## src/verilog/itex_params.svh

```systemverilog
// constants for the instruction tail execute unit
`ifndef ITEX_PARAMS_SVH
`define ITEX_PARAMS_SVH

// ----------------------------------------
// primary opcodes
// ----------------------------------------
`define ITEX_OP_REGCLASS 6'h00
`define ITEX_OP_REG_IMM 6'h01
`define ITEX_OP_XOR_IMM 6'h0e
`define ITEX_OP_SYSCOP 6'h10
`define ITEX_OP_FLOAT 6'h11
`define ITEX_OP_THIRD_CLASS 6'h1f
`define ITEX_OP_RESERVED 6'h3b

// ----------------------------------------
// function and field codes
// ----------------------------------------
`define ITEX_FN_STANDBY 6'h20
`define ITEX_FN_XOR 6'h26
`define ITEX_FN_SHUFFLE 6'h20
`define ITEX_FN_TRUNC_WORD 6'h0d
`define ITEX_SA_SWAP 5'h02
`define ITEX_RS_SHADOW_WR 5'h0e
`define ITEX_FMT_SINGLE 5'h10
`define ITEX_FMT_DOUBLE 5'h11

// ----------------------------------------
// field positions
// ----------------------------------------
`define ITEX_SYS_OP_BIT 25

// ----------------------------------------
// values
// ----------------------------------------
`define ITEX_TRUNC_DEFAULT 32'h7fffffff
`define ITEX_TRUNC_MIN 32'h80000000
`define ITEX_DBL_BIAS 11'h3ff
`define ITEX_SGL_REBIAS 11'h380
`define ITEX_EXP_ALL_ONES 11'h7ff
`define ITEX_WORD_MAX_EXP 11'h01f
`define ITEX_MANT_TOP 6'h34
`define ITEX_PC_STEP 32'h00000004

`endif

```

## src/verilog/itex_pkg.sv

```systemverilog
// types for the instruction tail execute unit
package itex_pkg;

	typedef enum logic {
		ITEX_RUN = 1'b0,
		ITEX_STANDBY = 1'b1
	} itex_state_type;

	typedef enum logic [2:0] {
		ITEX_EXC_NONE = 3'h0,
		ITEX_EXC_RESERVED = 3'h1,
		ITEX_EXC_UNUSABLE = 3'h2,
		ITEX_EXC_FP_INVALID = 3'h3,
		ITEX_EXC_FP_INEXACT = 3'h4,
		ITEX_EXC_FP_UNIMPL = 3'h5,
		ITEX_EXC_INTERRUPT = 3'h6,
		ITEX_EXC_NMI = 3'h7
	} itex_exc_type;

	typedef enum logic [2:0] {
		ITEX_CLS_NONE = 3'h0,
		ITEX_CLS_REGCLASS = 3'h1,
		ITEX_CLS_REG_IMM = 3'h2,
		ITEX_CLS_SYSCOP = 3'h3,
		ITEX_CLS_FLOAT = 3'h4,
		ITEX_CLS_THIRD = 3'h5,
		ITEX_CLS_OTHER = 3'h6
	} itex_class_type;

endpackage

```

## src/verilog/itex_trunc_if.sv

```systemverilog
// carrier between the execute unit and the truncation unit
`timescale 1ns/1ps
interface itex_trunc_if;
	logic [63:0] src;
	logic is_double;
	logic [31:0] result;
	logic invalid;
	logic inexact;

	modport unit (
		input src,
		input is_double,
		output result,
		output invalid,
		output inexact
	);

	modport user (
		output src,
		output is_double,
		input result,
		input invalid,
		input inexact
	);
endinterface

```

## src/verilog/itex_execute_unit.sv

```systemverilog
// execute stage for truncation, standby, shadow write, byte swap and exclusive-or
`timescale 1ns/1ps
`include "itex_params.svh"
module itex_execute_unit
	import itex_pkg::*;
#(
	parameter int SET_W = 4,
	parameter bit WAKE_ON_MASKED = 1'b1
) (
	// clock and reset
	input wire logic ref_clk,
	input wire logic nrst,
	// instruction in
	input wire logic in_valid,
	input wire logic [31:0] in_instr,
	input wire logic [31:0] in_pc,
	input wire logic [31:0] rs_value,
	input wire logic [31:0] rt_value,
	input wire logic [63:0] fpr_src,
	// configuration
	input wire logic release2,
	input wire logic syscop_usable,
	input wire logic fpu_usable,
	input wire logic float_control_status_reg_invalid_enable,
	input wire logic float_control_status_reg_inexact_enable,
	input wire logic [SET_W-1:0] prev_shadow_set_field,
	// wake events
	input wire logic irq_enabled_req,
	input wire logic irq_masked_req,
	input wire logic nmi_req,
	input wire logic reset_req,
	// general register write
	output logic gpr_we,
	output logic [4:0] gpr_idx,
	output logic [31:0] gpr_data,
	// float register write
	output logic fpr_we,
	output logic [4:0] fpr_idx,
	output logic [31:0] fpr_data,
	output logic float_control_status_reg_invalid_set,
	output logic float_control_status_reg_inexact_set,
	// shadow register write
	output logic shadow_we,
	output logic [SET_W-1:0] shadow_set,
	output logic [4:0] shadow_idx,
	output logic [31:0] shadow_data,
	// exceptions and pipeline
	output logic exc_valid,
	output itex_exc_type exc_code,
	output logic [31:0] exc_return_addr,
	output logic pass_on,
	output itex_class_type pass_class,
	output logic standby_stall,
	output logic restart
);

	// ----------------------------------------
	// fields
	// ----------------------------------------
	wire [5:0] opc = in_instr[31:26];
	wire [4:0] f_rs = in_instr[25:21];
	wire [4:0] f_rt = in_instr[20:16];
	wire [4:0] f_rd = in_instr[15:11];
	wire [4:0] f_sa = in_instr[10:6];
	wire [5:0] fn = in_instr[5:0];

	// ----------------------------------------
	// decode, primary opcode first
	// ----------------------------------------
	wire op_reg = (opc == `ITEX_OP_REGCLASS);
	wire op_reg_imm = (opc == `ITEX_OP_REG_IMM);
	wire op_sys = (opc == `ITEX_OP_SYSCOP);
	wire op_flt = (opc == `ITEX_OP_FLOAT);
	wire op_sp3 = (opc == `ITEX_OP_THIRD_CLASS);
	wire op_xor_imm = (opc == `ITEX_OP_XOR_IMM);
	wire op_rsvd = (opc == `ITEX_OP_RESERVED);
	wire is_xor = op_reg && (f_sa == 5'h00) && (fn == `ITEX_FN_XOR);
	wire fn_rsvd = (fn == 6'h0e) || (fn == 6'h28) || (fn == 6'h29) || (fn == 6'h35) ||
		(fn == 6'h37) || (fn == 6'h39) || (fn == 6'h3d);
	wire reg_rsvd = op_reg && fn_rsvd;
	wire is_swap = op_sp3 && (f_rs == 5'h00) && (f_sa == `ITEX_SA_SWAP) &&
		(fn == `ITEX_FN_SHUFFLE);
	wire is_standby = op_sys && in_instr[`ITEX_SYS_OP_BIT] && (fn == `ITEX_FN_STANDBY);
	wire is_shadow = op_sys && (f_rs == `ITEX_RS_SHADOW_WR) &&
		(in_instr[10:0] == 11'h000);
	wire is_trunc = op_flt && (f_rt == 5'h00) && (fn == `ITEX_FN_TRUNC_WORD);
	wire fmt_ok = (f_rs == `ITEX_FMT_SINGLE) || (f_rs == `ITEX_FMT_DOUBLE);
	wire [31:0] swap_val = {rt_value[23:16], rt_value[31:24], rt_value[7:0], rt_value[15:8]};
	wire [31:0] immediate_exclusive_or_val = rs_value ^ {16'h0, in_instr[15:0]};

	// ----------------------------------------
	// truncation unit
	// ----------------------------------------
	itex_trunc_if tif ();
	assign tif.src = fpr_src;
	assign tif.is_double = (f_rs == `ITEX_FMT_DOUBLE);
	itex_trunc_unit u_trunc (
		.tif(tif.unit)
	);

	// ----------------------------------------
	// standby state
	// ----------------------------------------
	itex_state_type state_q;
	itex_state_type state_d;
	logic [31:0] next_pc_q;
	wire running = (state_q == ITEX_RUN);
	wire take = in_valid && running;
	wire masked_wake = WAKE_ON_MASKED && irq_masked_req;
	wire wake = reset_req || nmi_req || irq_enabled_req || masked_wake;
	wire enter_standby = take && is_standby && syscop_usable;

	always_comb begin
		state_d = state_q;
		unique case (state_q)
			ITEX_RUN: begin
				if (enter_standby) begin
					state_d = ITEX_STANDBY;
				end
			end
			ITEX_STANDBY: begin
				if (wake) begin
					state_d = ITEX_RUN;
				end
			end
		endcase
	end

	// ----------------------------------------
	// next values
	// ----------------------------------------
	logic gpr_we_d;
	logic [4:0] gpr_idx_d;
	logic [31:0] gpr_data_d;
	logic fpr_we_d;
	logic [31:0] fpr_data_d;
	logic inv_set_d;
	logic inx_set_d;
	logic shadow_we_d;
	logic exc_valid_d;
	itex_exc_type exc_code_d;
	logic [31:0] exc_addr_d;
	logic pass_d;
	itex_class_type cls_d;

	always_comb begin
		gpr_we_d = 1'b0;
		gpr_idx_d = f_rd;
		gpr_data_d = 32'h0;
		fpr_we_d = 1'b0;
		fpr_data_d = tif.result;
		inv_set_d = 1'b0;
		inx_set_d = 1'b0;
		shadow_we_d = 1'b0;
		exc_valid_d = 1'b0;
		exc_code_d = ITEX_EXC_NONE;
		exc_addr_d = in_pc;
		pass_d = 1'b0;
		cls_d = ITEX_CLS_NONE;
		if (!running && wake) begin
			exc_addr_d = next_pc_q;
			exc_valid_d = !(masked_wake && !reset_req && !nmi_req && !irq_enabled_req);
			if (reset_req) begin
				exc_code_d = ITEX_EXC_NMI;
			end else if (nmi_req) begin
				exc_code_d = ITEX_EXC_NMI;
			end else if (irq_enabled_req) begin
				exc_code_d = ITEX_EXC_INTERRUPT;
			end
		end else if (take) begin
			if (op_rsvd || reg_rsvd || (op_sp3 && !release2) ||
				(is_shadow && !release2)) begin
				exc_valid_d = 1'b1;
				exc_code_d = ITEX_EXC_RESERVED;
			end else if (is_xor) begin
				gpr_we_d = 1'b1;
				gpr_data_d = rs_value ^ rt_value;
			end else if (op_xor_imm) begin
				gpr_we_d = 1'b1;
				gpr_idx_d = f_rt;
				gpr_data_d = immediate_exclusive_or_val;
			end else if (is_swap) begin
				gpr_we_d = 1'b1;
				gpr_data_d = swap_val;
			end else if (op_sys && !syscop_usable) begin
				exc_valid_d = 1'b1;
				exc_code_d = ITEX_EXC_UNUSABLE;
			end else if (is_shadow) begin
				shadow_we_d = 1'b1;
			end else if (is_standby) begin
				exc_valid_d = 1'b0;
			end else if (is_trunc && !fpu_usable) begin
				exc_valid_d = 1'b1;
				exc_code_d = ITEX_EXC_UNUSABLE;
			end else if (is_trunc && !fmt_ok) begin
				exc_valid_d = 1'b1;
				exc_code_d = ITEX_EXC_FP_UNIMPL;
			end else if (is_trunc && tif.invalid) begin
				inv_set_d = 1'b1;
				exc_valid_d = float_control_status_reg_invalid_enable;
				exc_code_d = float_control_status_reg_invalid_enable ? ITEX_EXC_FP_INVALID : ITEX_EXC_NONE;
				fpr_we_d = !float_control_status_reg_invalid_enable;
				fpr_data_d = `ITEX_TRUNC_DEFAULT;
			end else if (is_trunc) begin
				inx_set_d = tif.inexact;
				exc_valid_d = tif.inexact && float_control_status_reg_inexact_enable;
				exc_code_d = exc_valid_d ? ITEX_EXC_FP_INEXACT : ITEX_EXC_NONE;
				fpr_we_d = !exc_valid_d;
			end else begin
				pass_d = 1'b1;
				cls_d = op_reg ? ITEX_CLS_REGCLASS : op_reg_imm ? ITEX_CLS_REG_IMM :
					op_sys ? ITEX_CLS_SYSCOP : op_flt ? ITEX_CLS_FLOAT :
					op_sp3 ? ITEX_CLS_THIRD : ITEX_CLS_OTHER;
			end
		end
	end

	// ----------------------------------------
	// registers
	// ----------------------------------------
	always_ff @(posedge ref_clk or negedge nrst) begin
		if (!nrst) begin
			state_q <= ITEX_RUN;
			next_pc_q <= 32'h0;
			gpr_we <= 1'b0;
			gpr_idx <= 5'h00;
			gpr_data <= 32'h0;
			fpr_we <= 1'b0;
			fpr_idx <= 5'h00;
			fpr_data <= 32'h0;
			float_control_status_reg_invalid_set <= 1'b0;
			float_control_status_reg_inexact_set <= 1'b0;
			shadow_we <= 1'b0;
			shadow_set <= '0;
			shadow_idx <= 5'h00;
			shadow_data <= 32'h0;
			exc_valid <= 1'b0;
			exc_code <= ITEX_EXC_NONE;
			exc_return_addr <= 32'h0;
			pass_on <= 1'b0;
			pass_class <= ITEX_CLS_NONE;
			restart <= 1'b0;
		end else begin
			state_q <= state_d;
			if (enter_standby) begin
				next_pc_q <= in_pc + `ITEX_PC_STEP;
			end
			gpr_we <= gpr_we_d;
			gpr_idx <= gpr_idx_d;
			gpr_data <= gpr_data_d;
			fpr_we <= fpr_we_d;
			fpr_idx <= in_instr[10:6];
			fpr_data <= fpr_data_d;
			float_control_status_reg_invalid_set <= inv_set_d;
			float_control_status_reg_inexact_set <= inx_set_d;
			shadow_we <= shadow_we_d;
			shadow_set <= prev_shadow_set_field;
			shadow_idx <= f_rd;
			shadow_data <= rt_value;
			exc_valid <= exc_valid_d;
			exc_code <= exc_code_d;
			exc_return_addr <= exc_addr_d;
			pass_on <= pass_d;
			pass_class <= cls_d;
			restart <= !running && wake;
		end
	end

	assign standby_stall = (state_q == ITEX_STANDBY);
endmodule

```

## src/verilog/itex_trunc_unit.sv

```systemverilog
// float to word truncation toward zero
`timescale 1ns/1ps
`include "itex_params.svh"
module itex_trunc_unit
	import itex_pkg::*;
(
	// operand and result
	itex_trunc_if.unit tif
);

	// ----------------------------------------
	// unpack to double layout
	// ----------------------------------------
	wire [7:0] s_exp = tif.src[30:23];
	wire sign = tif.is_double ? tif.src[63] : tif.src[31];
	wire [10:0] s_exp_w = (s_exp == 8'h00) ? 11'h000 :
		(s_exp == 8'hff) ? `ITEX_EXP_ALL_ONES : ({3'h0, s_exp} + `ITEX_SGL_REBIAS);
	wire [10:0] exp11 = tif.is_double ? tif.src[62:52] : s_exp_w;
	wire [51:0] frac = tif.is_double ? tif.src[51:0] : {tif.src[22:0], 29'h0};

	// ----------------------------------------
	// magnitude and range
	// ----------------------------------------
	wire register_class_opcode = (exp11 == `ITEX_EXP_ALL_ONES);
	wire zero_mag = (exp11 == 11'h000) && (frac == 52'h0);
	wire below_one = (exp11 < `ITEX_DBL_BIAS);
	wire [10:0] ue = exp11 - `ITEX_DBL_BIAS;
	wire min_word = sign && (ue == `ITEX_WORD_MAX_EXP) && (frac[51:21] == 31'h0);
	wire too_big = !below_one && !register_class_opcode && (ue >= `ITEX_WORD_MAX_EXP) && !min_word;
	wire [5:0] sh = `ITEX_MANT_TOP - ue[5:0];
	wire [52:0] full = {1'b1, frac};
	wire [52:0] mag = full >> sh;
	wire lost = |(full & ~({53{1'b1}} << sh));
	wire [31:0] mag_w = {1'b0, mag[30:0]};
	wire in_range = !below_one && !too_big && !register_class_opcode && !min_word;

	// ----------------------------------------
	// result and flags
	// ----------------------------------------
	assign tif.result = below_one ? 32'h0 : min_word ? `ITEX_TRUNC_MIN :
		(sign ? (32'h0 - mag_w) : mag_w);
	assign tif.invalid = register_class_opcode || too_big;
	assign tif.inexact = below_one ? !zero_mag : ((in_range || min_word) && lost);

endmodule

```

## config.mk

```make
export PLATFORM = sky130hd
export DESIGN_NAME = itex_execute_unit
export DESIGN_NICKNAME = d
export VERILOG_FILES = /design/src/verilog/itex_pkg.sv /design/src/verilog/itex_trunc_if.sv /design/src/verilog/itex_execute_unit.sv /design/src/verilog/itex_trunc_unit.sv
export VERILOG_INCLUDE_DIRS = /design/src /design/src/verilog
export SDC_FILE = /design/constraint.sdc
export NUM_CORES = 1
export LEC_CHECK = 0
export ABC_CLOCK_PERIOD_IN_PS = 2290
export BUFFER_PORTS_ARGS = -buffer_cell sky130_fd_sc_hd__buf_2
export CAP_MARGIN = 20
export CORE_ASPECT_RATIO = 1.75
export CORE_MARGIN = 5
export CORE_UTILIZATION = 35
export CTS_CLUSTER_SIZE = 40
export DETAILED_ROUTE_END_ITERATION = 6
export PLACE_DENSITY = 0.63
export SLEW_MARGIN = 0
export SYNTH_ARGS = -nofsm -noshare
export SYNTH_HDL_FRONTEND = slang
export SYNTH_SLANG_ARGS = --single-unit
```

## constraint.sdc

```tcl
create_clock -name ref_clk -period 2.29 [get_ports ref_clk]
set_input_delay 0.229 -clock ref_clk [delete_from_list [all_inputs] [get_ports ref_clk]]
set_output_delay 0.229 -clock ref_clk [all_outputs]
set_load 0.05 [all_outputs]
```

==> results of run 1 <==
==> per-layer routing <==
layer | wire length (µm) | vias to the layer above | part of all wire [%]
met5 | 11 | - | 0.012
met3 | 6710 | 497 | 7.1
met1 | 30000 | 10300 | 32
li1 | - | 9477 | -
met2 | 46900 | 1359 | 49
met4 | 11500 | 2 | 12
==> synthesized netlist by cell type, types with 37 or more instances <==
master / count
mux2i_1: 96
nand3_1: 66
o21ai_0: 60
o22ai_1: 38
clkbuf_1: 107
xnor2_1: 39
nand2_1: 221
buf_2: 37
dfrtp_1: 194
nor3_1: 74
nor2_1: 237
mux4_2: 64
a21oi_1: 192
==> worst paths after layout <==
path / startpoint / to / slack [ps] / cells past startpoint
worst min-delay path: rt_value[10] / shadow_data[10]$_DFF_PN0_ / 30 / 1
min in group asynchronous: nrst / fpr_data[2]$_DFF_PN0_ / 340 / 2
worst max-delay path: in_instr[22] / fpr_we$_DFF_PN0_ / -2220 / 21
max in group asynchronous: nrst / fpr_data[6]$_DFF_PN0_ / 1220 / 3
worst min register to register: next_pc_q[3]$_DFFE_PN0P_ / exc_return_addr[3]$_DFF_PN0_ / 470 / 2
worst max register to register: standby_stall$_DFF_PN0_ / float_control_status_reg_inexact_set$_DFF_PN0_ / 340 / 8
==> final cells by class <==
cell class	count	area share [%]
well taps	594	2.77
multi-input cells	1628	45.7
clock buffers	17	1.58
clock inverters	14	0.708
diodes	4	0.0373
repair buffers	1102	30.6
inverters	36	0.531
flip-flops and latches	194	18.1
==> registers in the layout, indices dropped and copies added, names as in the netlist, 3 cells and up <==
name,count
exc_return_addr,32
fpr_data,32
gpr_data,32
next_pc_q,32
shadow_data,32
fpr_idx,5
gpr_idx,5
shadow_idx,5
shadow_set,4
exc_code,3
pass_class,3
==> critical path: stages <==
cell and delay [ps]:
buf_8 100, or4b_4 600, buf_6 160, nor3_4 110, or2_4 160, ha_4 260, nor2b_4 150, buf_6 130
nor4_4 40, buf_4 150, o32a_4 340, xnor2_4 180, buf_4 140, buf_6 90, nand2_4 50, or3_4 390
a222oi_1 420, o221ai_1 180, a211o_1 320, o31a_1 380, nor4_1 240
==> cells by family after synthesis <==
| family | count (synthesis) |
|---|---|
| AOI/OAI and AO/OA | 570 |
| xor gates and xnor gates | 77 |
| muxes | 197 |
| and+or+nand+nor | 776 |
| adders and majority gates | 7 |
| buffers and inverters | 215 |
| DFF | 194 |
==> stage by stage <==
| step | setup TNS [ps] | util [%] | std cells |
|---|---|---|---|
| after floorplan | -83490 | - | 2036 |
| after global placement | -120700 | 49.9 | 3430 |
| after detailed placement | -123300 | 49.9 | 3430 |
| after CTS | -70570 | 54.9 | 3560 |
| after global routing | -79410 | 56.4 | 3588 |
| final | -73490 | 56.4 | 3589 |
==> power by group through the flow <==
stage	logic, µW	registers (µW)	clock network, µW
6_report	8300	3680	3110
4_1_cts	7600	3680	3160
5_1_grt	8650	3700	3310
3_3_place_gp	6770	3750	0
2_1_floorplan	2870	4450	0
3_5_place_dp	6820	3750	0
==> what timing repair did <==
action / in CTS / in global routing
hold buffers: 43 / 0
hold endpoints to repair: 93 / 0
gates cloned: 3 / 4
resized for setup: 174 / 108
pin swaps: 53 / 48
setup endpoints to repair: 46 / 45
setup buffers: 55 / 26
==> impl_metrics.json, run 1 <==
{
  "syn2layout_area_growth_pct": 60.4,
  "htreeDepth": 4,
  "critPathArrivalTime_ps": 4840,
  "p_leak_uw": 0.0123,
  "period_minus_slack_ps": 4510,
  "gp_congestion": 1.08,
  "drv_cap": 0,
  "synth-edff-count": 0,
  "finalHoldViolCount": 0,
  "ys_seq_area_share_pct": 29.0,
  "coreArea_mm2": 0.0476,
  "p_int_uw": 8950,
  "wl_per_cell_um": 26.5,
  "drc": 2,
  "synth_compound_area_share_pct": 22.3,
  "drv_slew": 0,
  "power.share.clock_pct": 20.6,
  "synth.mux.area_fraction_pct": 16.9,
  "num-nets-final": 3193,
  "period_share_pct": 197,
  "vias_per_cell": 6.04,
  "met3_usage_pct": 5.92,
  "grt_util_met1_pct": 33.7,
  "grt_antenna_before_repair": 5,
  "comb_power_share_pct": 55.0,
  "rows": 106,
  "drive_above_1_share_pct": 46.6,
  "netlist_instances": 2036,
  "syn_area_mm2": 0.0167,
  "crit_type": "in2reg",
  "clockBufferDepth": 2,
  "critPathMaxFanout": 7,
  "synth_fa_ha_area_share_pct": 0.508,
  "die_x_um": 175,
  "ys_ff_latch": 194,
  "dp_slack_ps": -3050,
  "status": "finished with violations",
  "io_pins": 370,
  "die-height_um": 299,
  "p_seq_share_pct": 24.4,
  "syn-num-nets": 2250,
  "antenna_left": 0,
  "ys.warnings.count": 0,
  "ys_async_sr_fraction_pct": 100,
  "cts-buffers-inserted": 17,
  "finalWorstSetupSlack_ps": -2220,
  "cts_sinks": 194,
  "slew_headroom_pct": 52.5,
  "synth.distinct_cells": 97,
  "yosysTopAreaCellShare_pct": 29.0,
  "fill_cells": 4267,
  "start_util_pct": 35.2,
  "failed_checks": "design-rule violations, negative setup slack",
  "power_uw": 15100,
  "vias": 21700,
  "postPlaceCellArea_mm2": 0.0237,
  "worst_skew_pair.late_latency_ps": 450,
  "tightest_slew_ps": 706,
  "synth.area.top_cells": "dfrtp_1, mux4_2, a21oi_1",
  "layout_commonest_cell": "buf_4",
  "root_buffer": "clkbuf_16",
  "multiInputGateArea_mm2": 0.0123,
  "hold_ws_ps": 25.2,
  "synth-simple-area-share_pct": 21.8,
  "synth_top_cell_by_area": "dfrtp_1",
  "grt_use_met2_pct": 61.3,
  "grt_max_degree": 59,
  "synth_top_family_by_area": "compound AO/OA/AOI/OAI gates",
  "startpoint_type": "primary input",
  "grtUsageTotal_pct": 34.7,
  "grt_pass1_wl_um": 138000,
  "hold_class": "in2reg",
  "p_per_area_mw_per_mm2": 562,
  "drt_first_pass_iters": 7,
  "endpoint_kind": "register",
  "cts_tree": "built",
  "fin_skew_ps": 12.7,
  "grt-ovfl-total": 0,
  "hpwl_um": 75500,
  "routed_wirelength_um": 95100,
  "grt_pass1_vias": 22200,
  "fmax_mhz": 222,
  "layout_common_cells": "buf_4, buf_2, nor2_1",
  "cp.required_ps": 2620,
  "rsz0062_at_grt": "yes",
  "busiest_layer": "met2",
  "finalInstanceArea_mm2": 0.0269,
  "synth_xor_area_share_pct": 4.30,
  "power.share.switching_pct": 40.7,
  "clk_pin_slew_ps": 80,
  "ir_drop_uv": 549,
  "power_switching_uw": 6140,
  "drtIter0Drc": 1845,
  "seq_area_mm2": 0.00485,
  "ys.flop_type": "dfrtp_1",
  "die_area_mm2": 0.0525,
  "setup_viol": 39,
  "io_buffers": 369,
  "synth.avg_cell_area_um2": 8.23
}
(Power assumes the default switching activity.)
==> inputs of run 2 (changes only) <==
- CORE_UTILIZATION: 35 -> 40
- PLACE_DENSITY: 0.63 -> 0.69
==> run 2 against run 1 <==
  * The flow finishes with violations (negative setup slack)
  * Clock skew hardly changed
  * First-iteration DRC count is 32% higher
  * Critical endpoint is now fpr_data[25]$_DFF_PN0_
  * Sequential share of layout area is 0.26 points lower
  * Largest power group unchanged
==> impl_metrics.json, run 2 (synthesis gave the netlist of run 1 again) <==
{
  "routed_wirelength_um": 102000,
  "critPathMaxFanout": 4,
  "die-height_um": 281,
  "drv_cap": 0,
  "slew_headroom_pct": 48.3,
  "p_leak_uw": 0.0125,
  "io_buffers": 369,
  "multiInputGateArea_mm2": 0.0125,
  "grt_pass1_wl_um": 145000,
  "seq_area_mm2": 0.00485,
  "period_minus_slack_ps": 4470,
  "grt-ovfl-total": 0,
  "cts_sinks": 194,
  "whs_path_depth": 3,
  "ir_drop_uv": 604,
  "cp.required_ps": 2670,
  "fmax_mhz": 224,
  "grt_pass1_vias": 22800,
  "highest_layer": "met5",
  "r2r-end": "fpr_data[3]$_DFF_PN0_",
  "route.met3.wl_um": 7040,
  "gp_congestion": 1.08,
  "drv_slew": 0,
  "drtIter0Drc": 2440,
  "postPlaceCellArea_mm2": 0.0237,
  "vias": 22300,
  "rows": 99,
  "finalInstanceArea_mm2": 0.0273,
  "worst_skew_pair.late_latency_ps": 450,
  "vias_per_cell": 6.24,
  "fill_cells": 3396,
  "antenna_left": 0,
  "r2r_cells": 8,
  "io_pins": 370,
  "crit_type": "in2reg",
  "drc": 0,
  "min_from": "in_pc[1]",
  "tightest_slew_ps": 776,
  "finalWorstSetupSlack_ps": -2180,
  "wl_met1_um": 31200,
  "drive_above_1_share_pct": 47.3,
  "root_buffer": "clkbuf_16",
  "worstReg2RegStart": "standby_stall$_DFF_PN0_",
  "num-nets-final": 3210,
  "grtUsageTotal_pct": 42.5,
  "dr_wl_met2_um": 50700,
  "fin_skew_ps": 12.7,
  "layout_common_cells": "buf_4, buf_2, nor2_1",
  "clk_pin_slew_ps": 80,
  "period_share_pct": 195,
  "critPathArrivalTime_ps": 4850,
  "grt_antenna_before_repair": 17,
  "cts_tree": "built",
  "p_per_area_mw_per_mm2": 565,
  "hold_class": "in2reg",
  "power_uw": 15400,
  "startpoint_type": "primary input",
  "htreeDepth": 4,
  "die_x_um": 165,
  "status": "finished with violations",
  "setup_viol": 39,
  "reg2reg_slack_ps": 340,
  "start_util_pct": 40.2,
  "finalHoldViolCount": 0,
  "grt_max_degree": 75,
  "wl_per_cell_um": 28.4,
  "clockBufferDepth": 2,
  "hpwl_um": 79600,
  "holdPathEnd": "exc_return_addr[1]$_DFF_PN0_",
  "endpoint_kind": "register",
  "cts-buffers-inserted": 17,
  "layout_commonest_cell": "buf_4",
  "coreArea_mm2": 0.0416,
  "drt_first_pass_iters": 5,
  "syn2layout_area_growth_pct": 62.8,
  "die_area_mm2": 0.0462,
  "failed_checks": "negative setup slack",
  "rsz0062_at_grt": "yes"
}
[run 2: worst max path at each step]
stage / start / cells after the start / to
floorplan: in_instr[22] / 21 / fpr_data[19]$_DFF_PN0_
global placement: in_instr[22] / 22 / fpr_data[24]$_DFF_PN0_
detailed placement: in_instr[22] / 18 / fpr_data[24]$_DFF_PN0_
CTS: in_instr[23] / 24 / fpr_data[24]$_DFF_PN0_
global route: in_instr[24] / 24 / fpr_data[26]$_DFF_PN0_
finish: in_instr[24] / 21 / fpr_data[25]$_DFF_PN0_
[run 2: power breakdown]
group | internal (µW) | switching (µW) | total [µW]
Combinational | 3820 | 4800 | 8610
Sequential | 3620 | 79.4 | 3700
Clock | 1510 | 1580 | 3080
Total | 8940 | 6450 | 15400
[run 2: layout make-up]
cell class / count / share of cell area [%]
tap: 555 / 2.55
antenna: 14 / 0.129
inverter: 36 / 0.505
timing repair buffer: 1119 / 30.8
sequential: 194 / 17.8
clock inverter: 15 / 0.739
multi-input combinational: 1628 / 45.9
clock buffer: 17 / 1.56
[run 2: critical path, stage by stage]
cell and delay, ps:
buf_6 90, or4b_4 580, o21ai_4 160, nand2_2 90, ha_4 340, buf_12 150
buf_12 110, buf_4 130, mux4_2 520, buf_4 180, o32ai_4 220, o21ai_1 120
a21oi_2 260, buf_4 150, nor4_1 70, a211oi_4 240, buf_4 180, nor3b_1 420
a41oi_2 260, xor2_1 210, o21ai_1 120
[run 2: layer usage]
layer	up-vias	global-route usage, %
li1	9511	-
met1	10800	40.4
met2	1438	75.1
met3	581	7.37
met4	4	40.7
met5	-	0
[run 2: stage by stage]
stage,hold slack (ps),setup slack [ps],setup TNS [ps],cells,utilization (%)
2_1_floorplan,-66.6,-2430,-83490,2036,-
3_3_place_gp,264,-2950,-115330,3383,56.9
3_5_place_dp,264,-3000,-118960,3384,56.9
4_1_cts,6.98,-2040,-69470,3541,64.1
5_1_grt,17.9,-2310,-78010,3576,65.5
6_report,19.4,-2180,-73350,3578,65.5
[run 2: what timing repair did]
action / 4_1_cts / 5_1_grt
cloned: 8 / 1
hold buffers: 43 / 0
setup buffers: 83 / 30
setup endpoints to repair: 41 / 50
hold endpoints to repair: 107 / 0
resized for setup: 246 / 77
pin swaps: 87 / 75
